## src/shared/ptm_map.vh

```
// Constants for the bus target and initiator port.
// Assumes one bus clock, clk_sys, shared with the whole bus.
`ifndef PTM_MAP_VH
`define PTM_MAP_VH

`define PTM_CMD_INTA    4'h0
`define PTM_CMD_SPEC    4'h1
`define PTM_CMD_IO_RD   4'h2
`define PTM_CMD_IO_WR   4'h3
`define PTM_CMD_MEM_RD  4'h6
`define PTM_CMD_MEM_WR  4'h7
`define PTM_CMD_CFG_RD  4'ha
`define PTM_CMD_CFG_WR  4'hb
`define PTM_CMD_MRM     4'hc
`define PTM_CMD_DAC     4'hd
`define PTM_CMD_MRL     4'he
`define PTM_CMD_MWI     4'hf

`define PTM_BE_FULL     4'h0
`define PTM_BE_NONE     4'hf
`define PTM_CFG_BYTES   256
`define PTM_RD_ZERO     32'h00000000
`define PTM_FIFO_DEPTH  8
`define PTM_FIFO_AW     3

`endif

```

## src/verilog/ptm_fifo.v

```verilog
// Word FIFO with a registered output stage.
// Assumes one clock and a synchronous active-high reset.
module ptm_fifo #(
  parameter W  = 32,
  parameter D  = 8,
  parameter AW = 3
) (
  // Clock and reset
  input  wire          clk_sys,
  input  wire          srst,
  // Fill side
  input  wire          in_valid,
  output wire          in_ready,
  input  wire [W-1:0]  in_data,
  // Drain side
  output reg           out_valid,
  input  wire          out_ready,
  output reg  [W-1:0]  out_data,
  // Words held, output stage included
  output wire [AW+1:0] level
);
  reg [W-1:0] mem [0:D-1];
  reg [AW-1:0] wp;
  reg [AW-1:0] rp;
  reg [AW:0]   cnt;
  wire push = in_valid && in_ready;
  wire pop  = (cnt != {(AW+1){1'b0}}) && (!out_valid || out_ready);

  assign in_ready = (cnt != D[AW:0]);
  assign level    = {1'b0, cnt} + {{(AW+1){1'b0}}, out_valid};

  always @(posedge clk_sys) begin
    if (push)
      mem[wp] <= in_data;
  end

  always @(posedge clk_sys) begin
    if (srst) begin
      wp        <= {AW{1'b0}};
      rp        <= {AW{1'b0}};
      cnt       <= {(AW+1){1'b0}};
      out_valid <= 1'b0;
      out_data  <= {W{1'b0}};
    end else begin
      if (push)
        wp <= (wp == D[AW-1:0] - 1'b1) ? {AW{1'b0}} : wp + 1'b1;
      if (pop) begin
        rp       <= (rp == D[AW-1:0] - 1'b1) ? {AW{1'b0}} : rp + 1'b1;
        out_data <= mem[rp];
      end
      if (pop)
        out_valid <= 1'b1;
      else if (out_ready)
        out_valid <= 1'b0;
      cnt <= cnt + {{AW{1'b0}}, push} - {{AW{1'b0}}, pop};
    end
  end
endmodule // ptm_fifo

```

## src/verilog/ptm_port.v

```verilog
// Bus target and burst-read initiator of the host bus port.
// Assumes clk_sys is the bus clock; pins are resolved outside.
`include "ptm_map.vh"

module ptm_port #(
  parameter [31:0] IO_BASE  = 32'h00000000,
  parameter [31:0] MEM_BASE = 32'h00010000,
  parameter [31:0] WIN_MASK = 32'h000000ff,
  parameter        DEPTH    = `PTM_FIFO_DEPTH,
  parameter        AW       = `PTM_FIFO_AW
) (
  // Clock and reset
  input  wire          clk_sys,
  input  wire          srst,
  // Address and data pins
  input  wire [31:0]   ad_in,
  output reg  [31:0]   ad_out,
  output reg           ad_oe_n,
  input  wire [3:0]    cbe_n_in,
  output reg  [3:0]    cbe_n_out,
  output reg           cbe_oe_n,
  output reg           par_out,
  output reg           par_oe_n,
  // Control pins
  input  wire          frame_n_in,
  output reg           frame_n_out,
  output reg           frame_oe_n,
  input  wire          irdy_n_in,
  output reg           irdy_n_out,
  output reg           irdy_oe_n,
  input  wire          trdy_n_in,
  output reg           trdy_n_out,
  output reg           trdy_oe_n,
  output reg           devsel_n_out,
  output reg           devsel_oe_n,
  input  wire          idsel,
  // Arbitration pins
  output reg           req_n,
  input  wire          gnt_n,
  // Register side of target accesses
  output reg           reg_rd,
  output reg           reg_wr,
  output reg           reg_cfg,
  output reg  [31:0]   reg_addr,
  output reg  [31:0]   reg_wdata,
  input  wire [31:0]   reg_rdata,
  // Burst read requests
  input  wire          mst_start,
  output reg           mst_ready,
  input  wire [31:0]   mst_addr,
  input  wire [AW:0]   mst_len,
  output reg           mst_done,
  // Read data stream
  output wire          rd_valid,
  input  wire          rd_ready,
  output wire [31:0]   rd_data
);
  localparam [2:0] T_IDLE  = 3'h0;
  localparam [2:0] T_CLAIM = 3'h1;
  localparam [2:0] T_RDATA = 3'h2;
  localparam [2:0] T_WAIT  = 3'h3;
  localparam [2:0] T_WACK  = 3'h4;
  localparam [2:0] T_TURN  = 3'h5;
  localparam [2:0] T_SKIP  = 3'h6;

  localparam [2:0] M_IDLE  = 3'h0;
  localparam [2:0] M_REQ   = 3'h1;
  localparam [2:0] M_ADDR  = 3'h2;
  localparam [2:0] M_DATA  = 3'h3;
  localparam [2:0] M_END   = 3'h4;

  reg  [2:0]  t_state;
  reg  [2:0]  m_state;
  reg         frame_seen;
  reg  [3:0]  t_cmd;
  reg  [3:0]  t_be;
  reg  [AW:0] remain;
  reg  [31:0] m_addr;

  wire          fifo_in_ready;
  wire [AW+1:0] fifo_level;
  wire          m_xfer;
  wire          t_start;
  wire          bus_idle;
  wire          m_owns;

  // Claim decode; only listed commands are answered
  function claim;
    input [3:0]  cmd;
    input [31:0] addr;
    input        sel;
    reg          io_hit;
    reg          mem_hit;
    begin
      io_hit  = ((addr & ~WIN_MASK) == IO_BASE);
      mem_hit = ((addr & ~WIN_MASK) == MEM_BASE);
      case (cmd)
        `PTM_CMD_IO_RD,
        `PTM_CMD_IO_WR:  claim = io_hit;
        `PTM_CMD_MEM_RD,
        `PTM_CMD_MEM_WR,
        `PTM_CMD_MRM,
        `PTM_CMD_MRL,
        `PTM_CMD_MWI:    claim = mem_hit;
        `PTM_CMD_CFG_RD,
        `PTM_CMD_CFG_WR: claim = sel && (addr[1:0] == 2'b00);
        default:         claim = 1'b0;
      endcase
    end
  endfunction

  // Zero length would wrap the count into a 16-word burst
  function [AW:0] clip_len;
    input [AW:0] len;
    begin
      if (len == {(AW+1){1'b0}})
        clip_len = {{AW{1'b0}}, 1'b1};
      else if (len > DEPTH[AW:0])
        clip_len = DEPTH[AW:0];
      else
        clip_len = len;
    end
  endfunction

  // Own frames are not decoded as target accesses
  assign m_owns   = (m_state != M_IDLE) && (m_state != M_REQ);
  assign t_start  = !frame_n_in && frame_seen && !m_owns;
  assign bus_idle = frame_n_in && irdy_n_in && (t_state == T_IDLE);
  assign m_xfer   = (m_state == M_DATA) && !irdy_n_out && !trdy_n_in;

  ptm_fifo #(
    .W  (32),
    .D  (DEPTH),
    .AW (AW)
  ) u_fifo (
    .clk_sys   (clk_sys),
    .srst      (srst),
    .in_valid  (m_xfer),
    .in_ready  (fifo_in_ready),
    .in_data   (ad_in),
    .out_valid (rd_valid),
    .out_ready (rd_ready),
    .out_data  (rd_data),
    .level     (fifo_level)
  );

  // Frame edge detect for target starts
  always @(posedge clk_sys) begin
    if (srst)
      frame_seen <= 1'b1;
    else
      frame_seen <= frame_n_in;
  end

  // Parity follows the driven address or data by one cycle
  always @(posedge clk_sys) begin
    if (srst) begin
      par_out  <= 1'b0;
      par_oe_n <= 1'b1;
    end else begin
      par_out  <= ^ad_out ^ ^cbe_n_in;
      par_oe_n <= ad_oe_n;
    end
  end

  // Target side
  always @(posedge clk_sys) begin
    if (srst) begin
      t_state      <= T_IDLE;
      t_cmd        <= 4'h0;
      t_be         <= `PTM_BE_FULL;
      trdy_n_out   <= 1'b1;
      trdy_oe_n    <= 1'b1;
      devsel_n_out <= 1'b1;
      devsel_oe_n  <= 1'b1;
      reg_rd       <= 1'b0;
      reg_wr       <= 1'b0;
      reg_cfg      <= 1'b0;
      reg_addr     <= 32'h0;
      reg_wdata    <= 32'h0;
    end else begin
      reg_rd <= 1'b0;
      reg_wr <= 1'b0;
      case (t_state)
        T_IDLE: begin
          if (t_start) begin
            t_cmd    <= cbe_n_in;
            reg_addr <= ad_in;
            reg_cfg  <= (cbe_n_in == `PTM_CMD_CFG_RD) ||
                        (cbe_n_in == `PTM_CMD_CFG_WR);
            if (!claim(cbe_n_in, ad_in, idsel))
              t_state <= T_SKIP;
            else if (!cbe_n_in[0]) begin
              devsel_n_out <= 1'b0;
              devsel_oe_n  <= 1'b0;
              trdy_n_out   <= 1'b1;
              trdy_oe_n    <= 1'b0;
              reg_rd       <= 1'b1;
              t_state      <= T_CLAIM;
            end else
              t_state <= T_WAIT;
          end
        end
        T_CLAIM: begin
          t_be       <= cbe_n_in;
          trdy_n_out <= 1'b0;
          t_state    <= T_RDATA;
        end
        T_RDATA: begin
          if (!irdy_n_in) begin
            trdy_n_out   <= 1'b1;
            devsel_n_out <= 1'b1;
            t_state      <= T_TURN;
          end
        end
        T_WAIT: begin
          if (!irdy_n_in) begin
            reg_wdata    <= ad_in;
            t_be         <= cbe_n_in;
            devsel_n_out <= 1'b0;
            devsel_oe_n  <= 1'b0;
            trdy_n_out   <= 1'b0;
            trdy_oe_n    <= 1'b0;
            t_state      <= T_WACK;
          end
        end
        T_WACK: begin
          if (!irdy_n_in) begin
            reg_wr       <= (t_be != `PTM_BE_NONE);
            trdy_n_out   <= 1'b1;
            devsel_n_out <= 1'b1;
            t_state      <= T_TURN;
          end
        end
        T_TURN: begin
          trdy_oe_n   <= 1'b1;
          devsel_oe_n <= 1'b1;
          t_state     <= T_IDLE;
        end
        T_SKIP: begin
          // Foreign transaction: wait for the bus to go idle
          if (frame_n_in && irdy_n_in)
            t_state <= T_IDLE;
        end
        default: t_state <= T_IDLE;
      endcase
    end
  end

  // Read data onto the pins; single enables are not honoured, but all enables off reads zero
  always @(posedge clk_sys) begin
    if (srst) begin
      ad_out  <= 32'h0;
      ad_oe_n <= 1'b1;
    end else if (t_state == T_CLAIM) begin
      ad_out  <= (cbe_n_in == `PTM_BE_NONE) ? `PTM_RD_ZERO : reg_rdata;
      ad_oe_n <= 1'b0;
    end else if (t_state == T_RDATA && !irdy_n_in) begin
      ad_oe_n <= 1'b1;
    end else if (m_state == M_REQ && !gnt_n && bus_idle) begin
      ad_out  <= m_addr;
      ad_oe_n <= 1'b0;
    end else if (m_state == M_ADDR) begin
      ad_oe_n <= 1'b1;  // Memory controller drives data next
    end
  end

  // Initiator side
  always @(posedge clk_sys) begin
    if (srst) begin
      m_state     <= M_IDLE;
      m_addr      <= 32'h0;
      remain      <= {(AW+1){1'b0}};
      req_n       <= 1'b1;
      frame_n_out <= 1'b1;
      frame_oe_n  <= 1'b1;
      irdy_n_out  <= 1'b1;
      irdy_oe_n   <= 1'b1;
      cbe_n_out   <= `PTM_BE_FULL;
      cbe_oe_n    <= 1'b1;
      mst_ready   <= 1'b0;
      mst_done    <= 1'b0;
    end else begin
      mst_done <= 1'b0;
      // Only start when the whole burst fits the buffer
      mst_ready <= (m_state == M_IDLE) && !(mst_start && mst_ready) &&
                   fifo_in_ready && (fifo_level == {(AW+2){1'b0}});
      case (m_state)
        M_IDLE: begin
          if (mst_start && mst_ready) begin
            m_addr  <= mst_addr;
            remain  <= clip_len(mst_len);
            req_n   <= 1'b0;
            m_state <= M_REQ;
          end
        end
        M_REQ: begin
          // Grant must be seen on the very edge frame starts
          if (!gnt_n && bus_idle) begin
            frame_n_out <= 1'b0;
            frame_oe_n  <= 1'b0;
            irdy_n_out  <= 1'b1;
            irdy_oe_n   <= 1'b0;
            cbe_n_out   <= `PTM_CMD_MEM_RD;
            cbe_oe_n    <= 1'b0;
            req_n       <= 1'b1;
            m_state     <= M_ADDR;
          end
        end
        M_ADDR: begin
          // Grant is no longer looked at from here on
          irdy_n_out <= 1'b0;
          cbe_n_out  <= `PTM_BE_FULL;
          if (remain == {{AW{1'b0}}, 1'b1})
            frame_n_out <= 1'b1;
          m_state <= M_DATA;
        end
        M_DATA: begin
          if (m_xfer) begin
            remain <= remain - 1'b1;
            if (remain == {{(AW-1){1'b0}}, 2'b10})
              frame_n_out <= 1'b1;
            if (remain == {{AW{1'b0}}, 1'b1}) begin
              irdy_n_out <= 1'b1;
              m_state    <= M_END;
            end
          end
        end
        M_END: begin
          frame_oe_n <= 1'b1;
          irdy_oe_n  <= 1'b1;
          cbe_oe_n   <= 1'b1;
          mst_done   <= 1'b1;
          m_state    <= M_IDLE;
        end
        default: m_state <= M_IDLE;
      endcase
    end
  end
endmodule // ptm_port
```

## config.mk

```make
export PLATFORM = sky130hd
export DESIGN_NAME = ptm_port
export DESIGN_NICKNAME = d
export VERILOG_FILES = /design/src/verilog/ptm_fifo.v /design/src/verilog/ptm_port.v
export VERILOG_INCLUDE_DIRS = /design/src /design/src/shared
export SDC_FILE = /design/constraint.sdc
export NUM_CORES = 1
export LEC_CHECK = 0
export ABC_AREA = 0
export BUFFER_PORTS_ARGS = -buffer_cell sky130_fd_sc_hd__buf_2
export CAP_MARGIN = 10
export CORE_MARGIN = 2
export CORE_UTILIZATION = 64
export CTS_BUF_LIST = sky130_fd_sc_hd__clkbuf_4 sky130_fd_sc_hd__clkbuf_8
export CTS_CLUSTER_DIAMETER = 80
export DETAILED_ROUTE_END_ITERATION = 8
export GPL_ROUTABILITY_DRIVEN = 1
export PLACE_DENSITY = 0.95
export SYNTH_ARGS = -nofsm -noshare
export SYNTH_HDL_FRONTEND = slang
export SYNTH_SLANG_ARGS = --single-unit
```

## constraint.sdc

```tcl
create_clock -name clk_sys -period 8 [get_ports clk_sys]
set_clock_uncertainty 0.2 [all_clocks]
set_input_delay 0.4 -clock clk_sys [delete_from_list [all_inputs] [get_ports clk_sys]]
set_output_delay 0.4 -clock clk_sys [all_outputs]
set_load 0.05 [all_outputs]
```

Yosys cells after proc, flatten, opt, wreduce, memory -nomap -nowiden
Memory sizes are Yosys's and may differ from the RTL's. A register that Yosys moved wholly into a read port is not among the register bits.
Cells that the tools add are included.
Word-level totals
  flip-flop bits (word level): 173
  bits in latches: 0
  memory bits (writable): 256
  ROM bits: 0
  input port bits: 113
  output and inout bits: 151
  word-level logic and storage cells: 218
  memories kept: 1
Cells by class
  $add $sub $neg: 6
  multipliers: 0
  div/mod/pow operators: 0
  magnitude comparators: 1
  eq/ne operators: 40
  shift operators: 0
  mux-type cells: 63
  bitwise gates (word level): 6
  reductions and logical operators: 72
Memory list
  u_fifo.mem: depth 8, bits a word 32, rd ports 1, clocked after memory_dff 1, write ports 1, line ptm_fifo.v:22  | reg [W-1:0] mem [0:D-1];
Operators by type and width (count)
  32-bit two-way mux: 4
  3-bit two-way mux: 11
  32-bit logical NOT: 1
  32-bit XOR reduction: 1
  1-bit two-way mux: 28
  24-bit by 9-bit equality test with 1-bit output (second input constant): 1
  4-bit two-way mux: 6
  4-bit case mux with 2 select lines: 3
  4-bit equality test (second input constant): 5
  3-bit equality test (second input constant): 6
  1-bit logical AND: 18
  1-bit case mux with 3 select lines: 5
  3-bit case mux with 5 select lines: 1
  2-bit by 1-bit != test with 1-bit output (second input constant): 7
  2-bit AND reduction: 7
  2-bit nonzero test: 7
  3-bit by 2-bit equality test with 1-bit output (second input constant): 4
  4-bit by 2-bit equality test with 1-bit output (second input constant): 3
  2-bit != test (second input constant): 6
  3-bit case mux with 4 select lines: 1
  4-bit AND reduction: 3
  6-bit AND reduction: 2
  3-bit nonzero test: 4
  4-bit nonzero test: 3
  29 further kinds: 51

Depth between registers and ports, before layout
  depth in word-level cells: 10
  gate-level depth with buffers: 11
  gate-level depth less buffers: 10

By module
A second synthesis with hierarchy kept.
Unflattened totals
  cell total of the unflattened synthesis: 1447
  area total of the unflattened synthesis: 18126.1 sq um
Modules (own cells, without submodules)
  ptm_fifo: times used 1, cells an instance 634, area an instance 11378.4 sq um, sequential area each 8548.2 sq um
  ptm_port: times used 1, cells an instance 813, area an instance 6747.7 sq um, sequential area each 3183.1 sq um

Worst setup path after synthesis
OpenSTA, ideal clock, no wires.
  kind: reg2reg
  start: register irdy_n_out
  end: memory u_fifo.mem[0][0], enable pin
  arrival time: 4.211 ns
  slack: 3.087 ns
  cell stages (with the launch flop): 6
  buffers on the path: 1
  clock period less this slack: 4.913 ns
  path through: dfxtp_1 > nor2_1 > nand2_1 > a21o_1 > clkbuf_1 > nor4_1
Between the ends
  cells in the longest elaborated chain, start to end: 6
RTL lines
  start, declared: line ptm_port.v:29  | output reg irdy_n_out,
  start signal, assigned: line ptm_port.v:277  | irdy_n_out <= 1'b1;
  start signal, assigned: line ptm_port.v:302  | irdy_n_out <= 1'b1;
  start signal, assigned: line ptm_port.v:312  | irdy_n_out <= 1'b0;
  1-bit logical NOT: line ptm_port.v:129  | assign m_xfer = (m_state == M_DATA) && !irdy_n_out && !trdy_n_in;
  1-bit logical AND (2 in series): line ptm_port.v:129
  1-bit logical AND: line ptm_fifo.v:26  | wire push = in_valid && in_ready;
  1-bit two-way mux: line ptm_fifo.v:33  | if (push)
  1-bit two-way mux (not written as such): line ptm_fifo.v:34  | mem[wp] <= in_data;
  end, declared: line ptm_fifo.v:22
Every way passes these cells.

Final worst setup path
  start: register m_state[1]
  end: memory u_fifo.mem[3][20], enable pin
Between the ends
  cells in the longest elaborated chain, start to end: 6
RTL lines
  start, declared: line ptm_port.v:73  | reg [2:0] m_state;
  start signal, assigned: line ptm_port.v:271  | m_state <= M_IDLE;
  start signal, assigned: line ptm_port.v:294  | m_state <= M_REQ;
  start signal, assigned: line ptm_port.v:307  | m_state <= M_ADDR;
  3-bit by 2-bit equality test with 1-bit output: line ptm_port.v:129
  1-bit logical AND (2 in series): line ptm_port.v:129
  1-bit logical AND: line ptm_fifo.v:26
  via u_fifo.push: line ptm_fifo.v:26
  1-bit two-way mux: line ptm_fifo.v:33
  1-bit two-way mux (not written as such): line ptm_fifo.v:34
The timed path passes the listed nets, and every way through them passes these cells.

==> summary by stage <==
Status
The flow ran to the end, and the final reports show no timing, DRC or antenna violations.

Pwr
The share of total power consumed by net switching is 34.8%. The register share of total power is 42.3%. The internal power is 4.44 mW. The highest ir drop seen on vdd is 0.170 mV. The total power draw is 6.82 mW. The leakage power is 8.37 nW. Summed over all nets, the switching power comes to 2.37 mW. The part of the power in combinational logic is 26.4%. In this run, the clock network consumes 31.3% of the power.

The power density relative to cell area is 307 nW/um^2.

Global routing
The total routing resource utilization after global routing is 38.5%. The global-route wire length before repair is 84200 um. The number of global-route vias before repair was 14400. The maximum number of pins on one net before global-route repair is 110. Global routing finished with a remaining overflow of 0. The initial antenna violation count is 4.

Worst setup path
The number of buffers and inverters on the critical path is 1. The kind of critical path is flop to flop. For the worst setup path, the data required time is 7.99 ns. At the worst endpoint, the arrival time is 3.50 ns.

STA classifies the critical path startpoint as a flop. Walking the worst path, the cells encountered are and3b_1, nand2_1, a21o_1, inv_1, nand2_1, nor2_4. The worst setup path is captured at a flop.

Grouping stages by cell kind, the critical path spends the most delay in simple AND/OR/NAND/NOR gates. The cell with the largest stage delay on the worst path is nor2_4. The biggest cell delay along the critical path is 0.97 ns. The most numerous cell type found on the critical path is nand2_1. The largest driver fanout on the critical path is 32.

Clocking
The TritonCTS clock tree is done. The TritonCTS buffer count is 72. The post-CTS setup buffer count is 0. In this run the deepest clock path goes through 3 buffers. The later pin in the worst-skew pair is clocked with a latency of 0.60 ns.

After clock tree synthesis, the clock-pin slew on the worst setup and hold paths is 0.07 ns. Hold repair after CTS inserted 104 buffers. For this design, the sink count on the clock tree is 458. The number of gates resized after CTS was 0. The H-tree depth reported by CTS is 3. The clock root buffer master is clkbuf_8.

STA
Setup violations remaining at the end of the flow were counted as 0. The transition at the pin with the smallest max-transition slack is 1.28 ns. The max-slew headroom at the worst pin is 14.4%. Dividing the final minimum period by the clock period gives 44.0%. The post-route minimum period is 3.52 ns. The total count of max-transition violations in the final report is 0. Setup repair after global routing left no endpoint under its margin. Summed over all failing endpoints, the final setup total negative slack is 0 ns.

The number of hold violations in the final report is 0. The worst hold slack after final layout is 0.0376 ns. The worst setup margin is 4.48 ns.

The maximum achievable frequency is 284 MHz.

Synthesis
Averaged over all synthesized cells, the footprint is 13.1 um^2. Among all flip-flop cells after synthesis, the most frequent one is edfxtp_1. For this run, the number of Yosys warnings is 0.

The netlist area before placement is 18000 um^2. In this run, synthesis inferred 256 flip-flops with an integrated enable. Synthesis produced 1373 cells. The share of the yosys chip area belonging to registers is 65.0%. For this run, asynchronously set or reset flops after synthesis account for 0%.

The count of distinct cell types in the synthesized netlist is 62. The number of storage elements in the synthesis netlist is 458.

Place
Detailed placement ended at an HPWL of 28600 um. At the placement stage, the worst setup path has a slack of 4.79 ns. The global placer's final weighted congestion is 0.870. During placement, the flow inserted port buffers numbering 261.

The number of placed instances, taps included is 1931.

Floorplanning
The die covers 29600 um^2. The core area is 27800 um^2. From bottom edge to top edge, the die measures 172 um. The die boundary width is 172 um. The initialized floorplan defines 61 standard-cell rows. The initial core utilization is 65.0%. The I/O pin count is 264.

Drt
The average via count per standard cell is 6.64. The iteration-0 DRC count of the detailed router is 2070. After detailed routing, the total wire length is 56400 um. Once detail routing completed, the nets flagged for antenna violations numbered 0. In the final routed layout, each cell accounts on average for 26.0 um. In the detailed route, the total length drawn on met2 is 27000 um. The first detailed-routing pass took 6 iterations. The highest signal layer in the routed design is met5. The met1 wire length is 18400 um. The routed layout has 14400 vias. The routed design uses 6700 um of met3 wire. The DRC violations left is 0.

Layout
The number of standard cells in the final layout excluding fillers is 2171. The area growth from synthesis to layout is 23.1%. The net count of the finished layout is 1870.

Of the cells placed in the final design, the portion with a size suffix greater than 1 is 27.4%. The library cells used most frequently in the layout, excluding fill and tap cells, are buf_2 (260), edfxtp_1 (256), nand2_1 (217). The library cell used most frequently in the layout, excluding fill and tap cells, is buf_2.

Run
Max-cap violations in this run came to 0.

Min path
The path class of the lowest-slack min-delay path is primary input to flop.
-- power groups by stage --
| stage | Sequential (mW) | Combinational, mW | Clock [mW] |
|---|---|---|---|
| finish | 2.88 | 1.80 | 2.13 |
| detailed placement | 2.91 | 1.66 | 0 |
| CTS | 2.87 | 1.73 | 2.08 |
| global route | 2.90 | 1.89 | 2.23 |
| global placement | 2.89 | 1.57 | 0 |
| floorplan | 3.20 | 0.911 | 0 |
-- synthesized netlist by cell type, types with 3 or more instances --
library cell	n	area share [%]
buf_4	6	0.25
nand2_1	217	4.5
o22ai_1	3	0.10
nand2b_1	6	0.21
nor3_1	12	0.33
a21o_1	6	0.25
a211oi_1	64	2.7
a31oi_1	3	0.10
buf_2	11	0.31
mux2i_1	68	3.8
inv_1	17	0.35
o21ai_0	10	0.28
dfxtp_1	202	22
a221o_1	3	0.17
o211ai_1	3	0.12
ha_1	24	1.7
xnor2_1	32	1.6
nor2b_1	5	0.17
buf_1	8	0.17
or2_2	3	0.10
clkbuf_1	70	1.5
nor4_1	6	0.21
nor2_1	62	1.3
nand3_1	10	0.28
nand4_1	5	0.17
edfxtp_1	256	43
xor2_1	3	0.15
mux4_2	64	8.0
a21oi_1	151	4.2
-- routing by layer --
metal / GRT usage, % / vias up
met5: 0 / -
met1: 45.2 / 6826
met2: 62.1 / 1392
met3: 11.7 / 415
li1: - / 5774
met4: 24.9 / 2
-- registers in the layout (all words and copies together), names as in the netlist, 3 cells and up --
register,flops
reg_addr,32
ad_out,32
m_addr,32
t_state,3
u_fifo.rp,3
reg_wdata,32
remain,4
u_fifo.out_data,32
t_be,4
u_fifo.mem,256
m_state,3
u_fifo.cnt,4
u_fifo.wp,3
-- final timing paths --
path                                    from                end  slack (ns)  depth (start not counted)
worst min-delay path              mst_len[1]          remain[1]        0.04                          5
worst min register to register  reg_wdata[0]       reg_wdata[0]        0.25                          2
worst max-delay path              m_state[1]  u_fifo.mem[3][20]        4.48                          6
worst max register to register    m_state[1]  u_fifo.mem[3][20]        4.48                          6
-- cells by family after synthesis --
| group | synth area share [%] |
|---|---|
| other | 0.0208 |
| AO/OA/AOI/OAI | 8.62 |
| adder cells (fa/ha/maj) | 1.77 |
| buffers and inverters | 2.66 |
| flip-flops | 65.0 |
| AND/OR/NAND/NOR | 8.28 |
| multiplexers | 11.8 |
| XOR/XNOR | 1.82 |
-- area by class of cell --
class                   instances  area, um^2
diodes                          3        7.51
clock buffers                 114        1400
clock inverters                18         130
fillers                      1364        5570
inverters                      17        63.8
multi-input cells             802        5900
flip-flops and latches        458       11700
well taps                     378         473
repair buffers                381        2490
-- worst register-to-register path, cell delays in order (launching register included) --
cell and delay, ns:
dfxtp_1 0.62, and3b_1 0.31, nand2_1 0.16, a21o_1 0.34
inv_1 0.23, nand2_1 0.25, nor2_4 0.97
-- through the flow --
| stage | util, % | area [um^2] |
|---|---|---|
| after CTS | 79.8 | 22200 |
| after detailed placement | 70.6 | 19600 |
| final | 79.9 | 22200 |
| after floorplan | - | 18100 |
| after global routing | 79.9 | 22200 |
| after global placement | 70.6 | 19600 |
No activity file was read; power rests on OpenSTA's default activity.
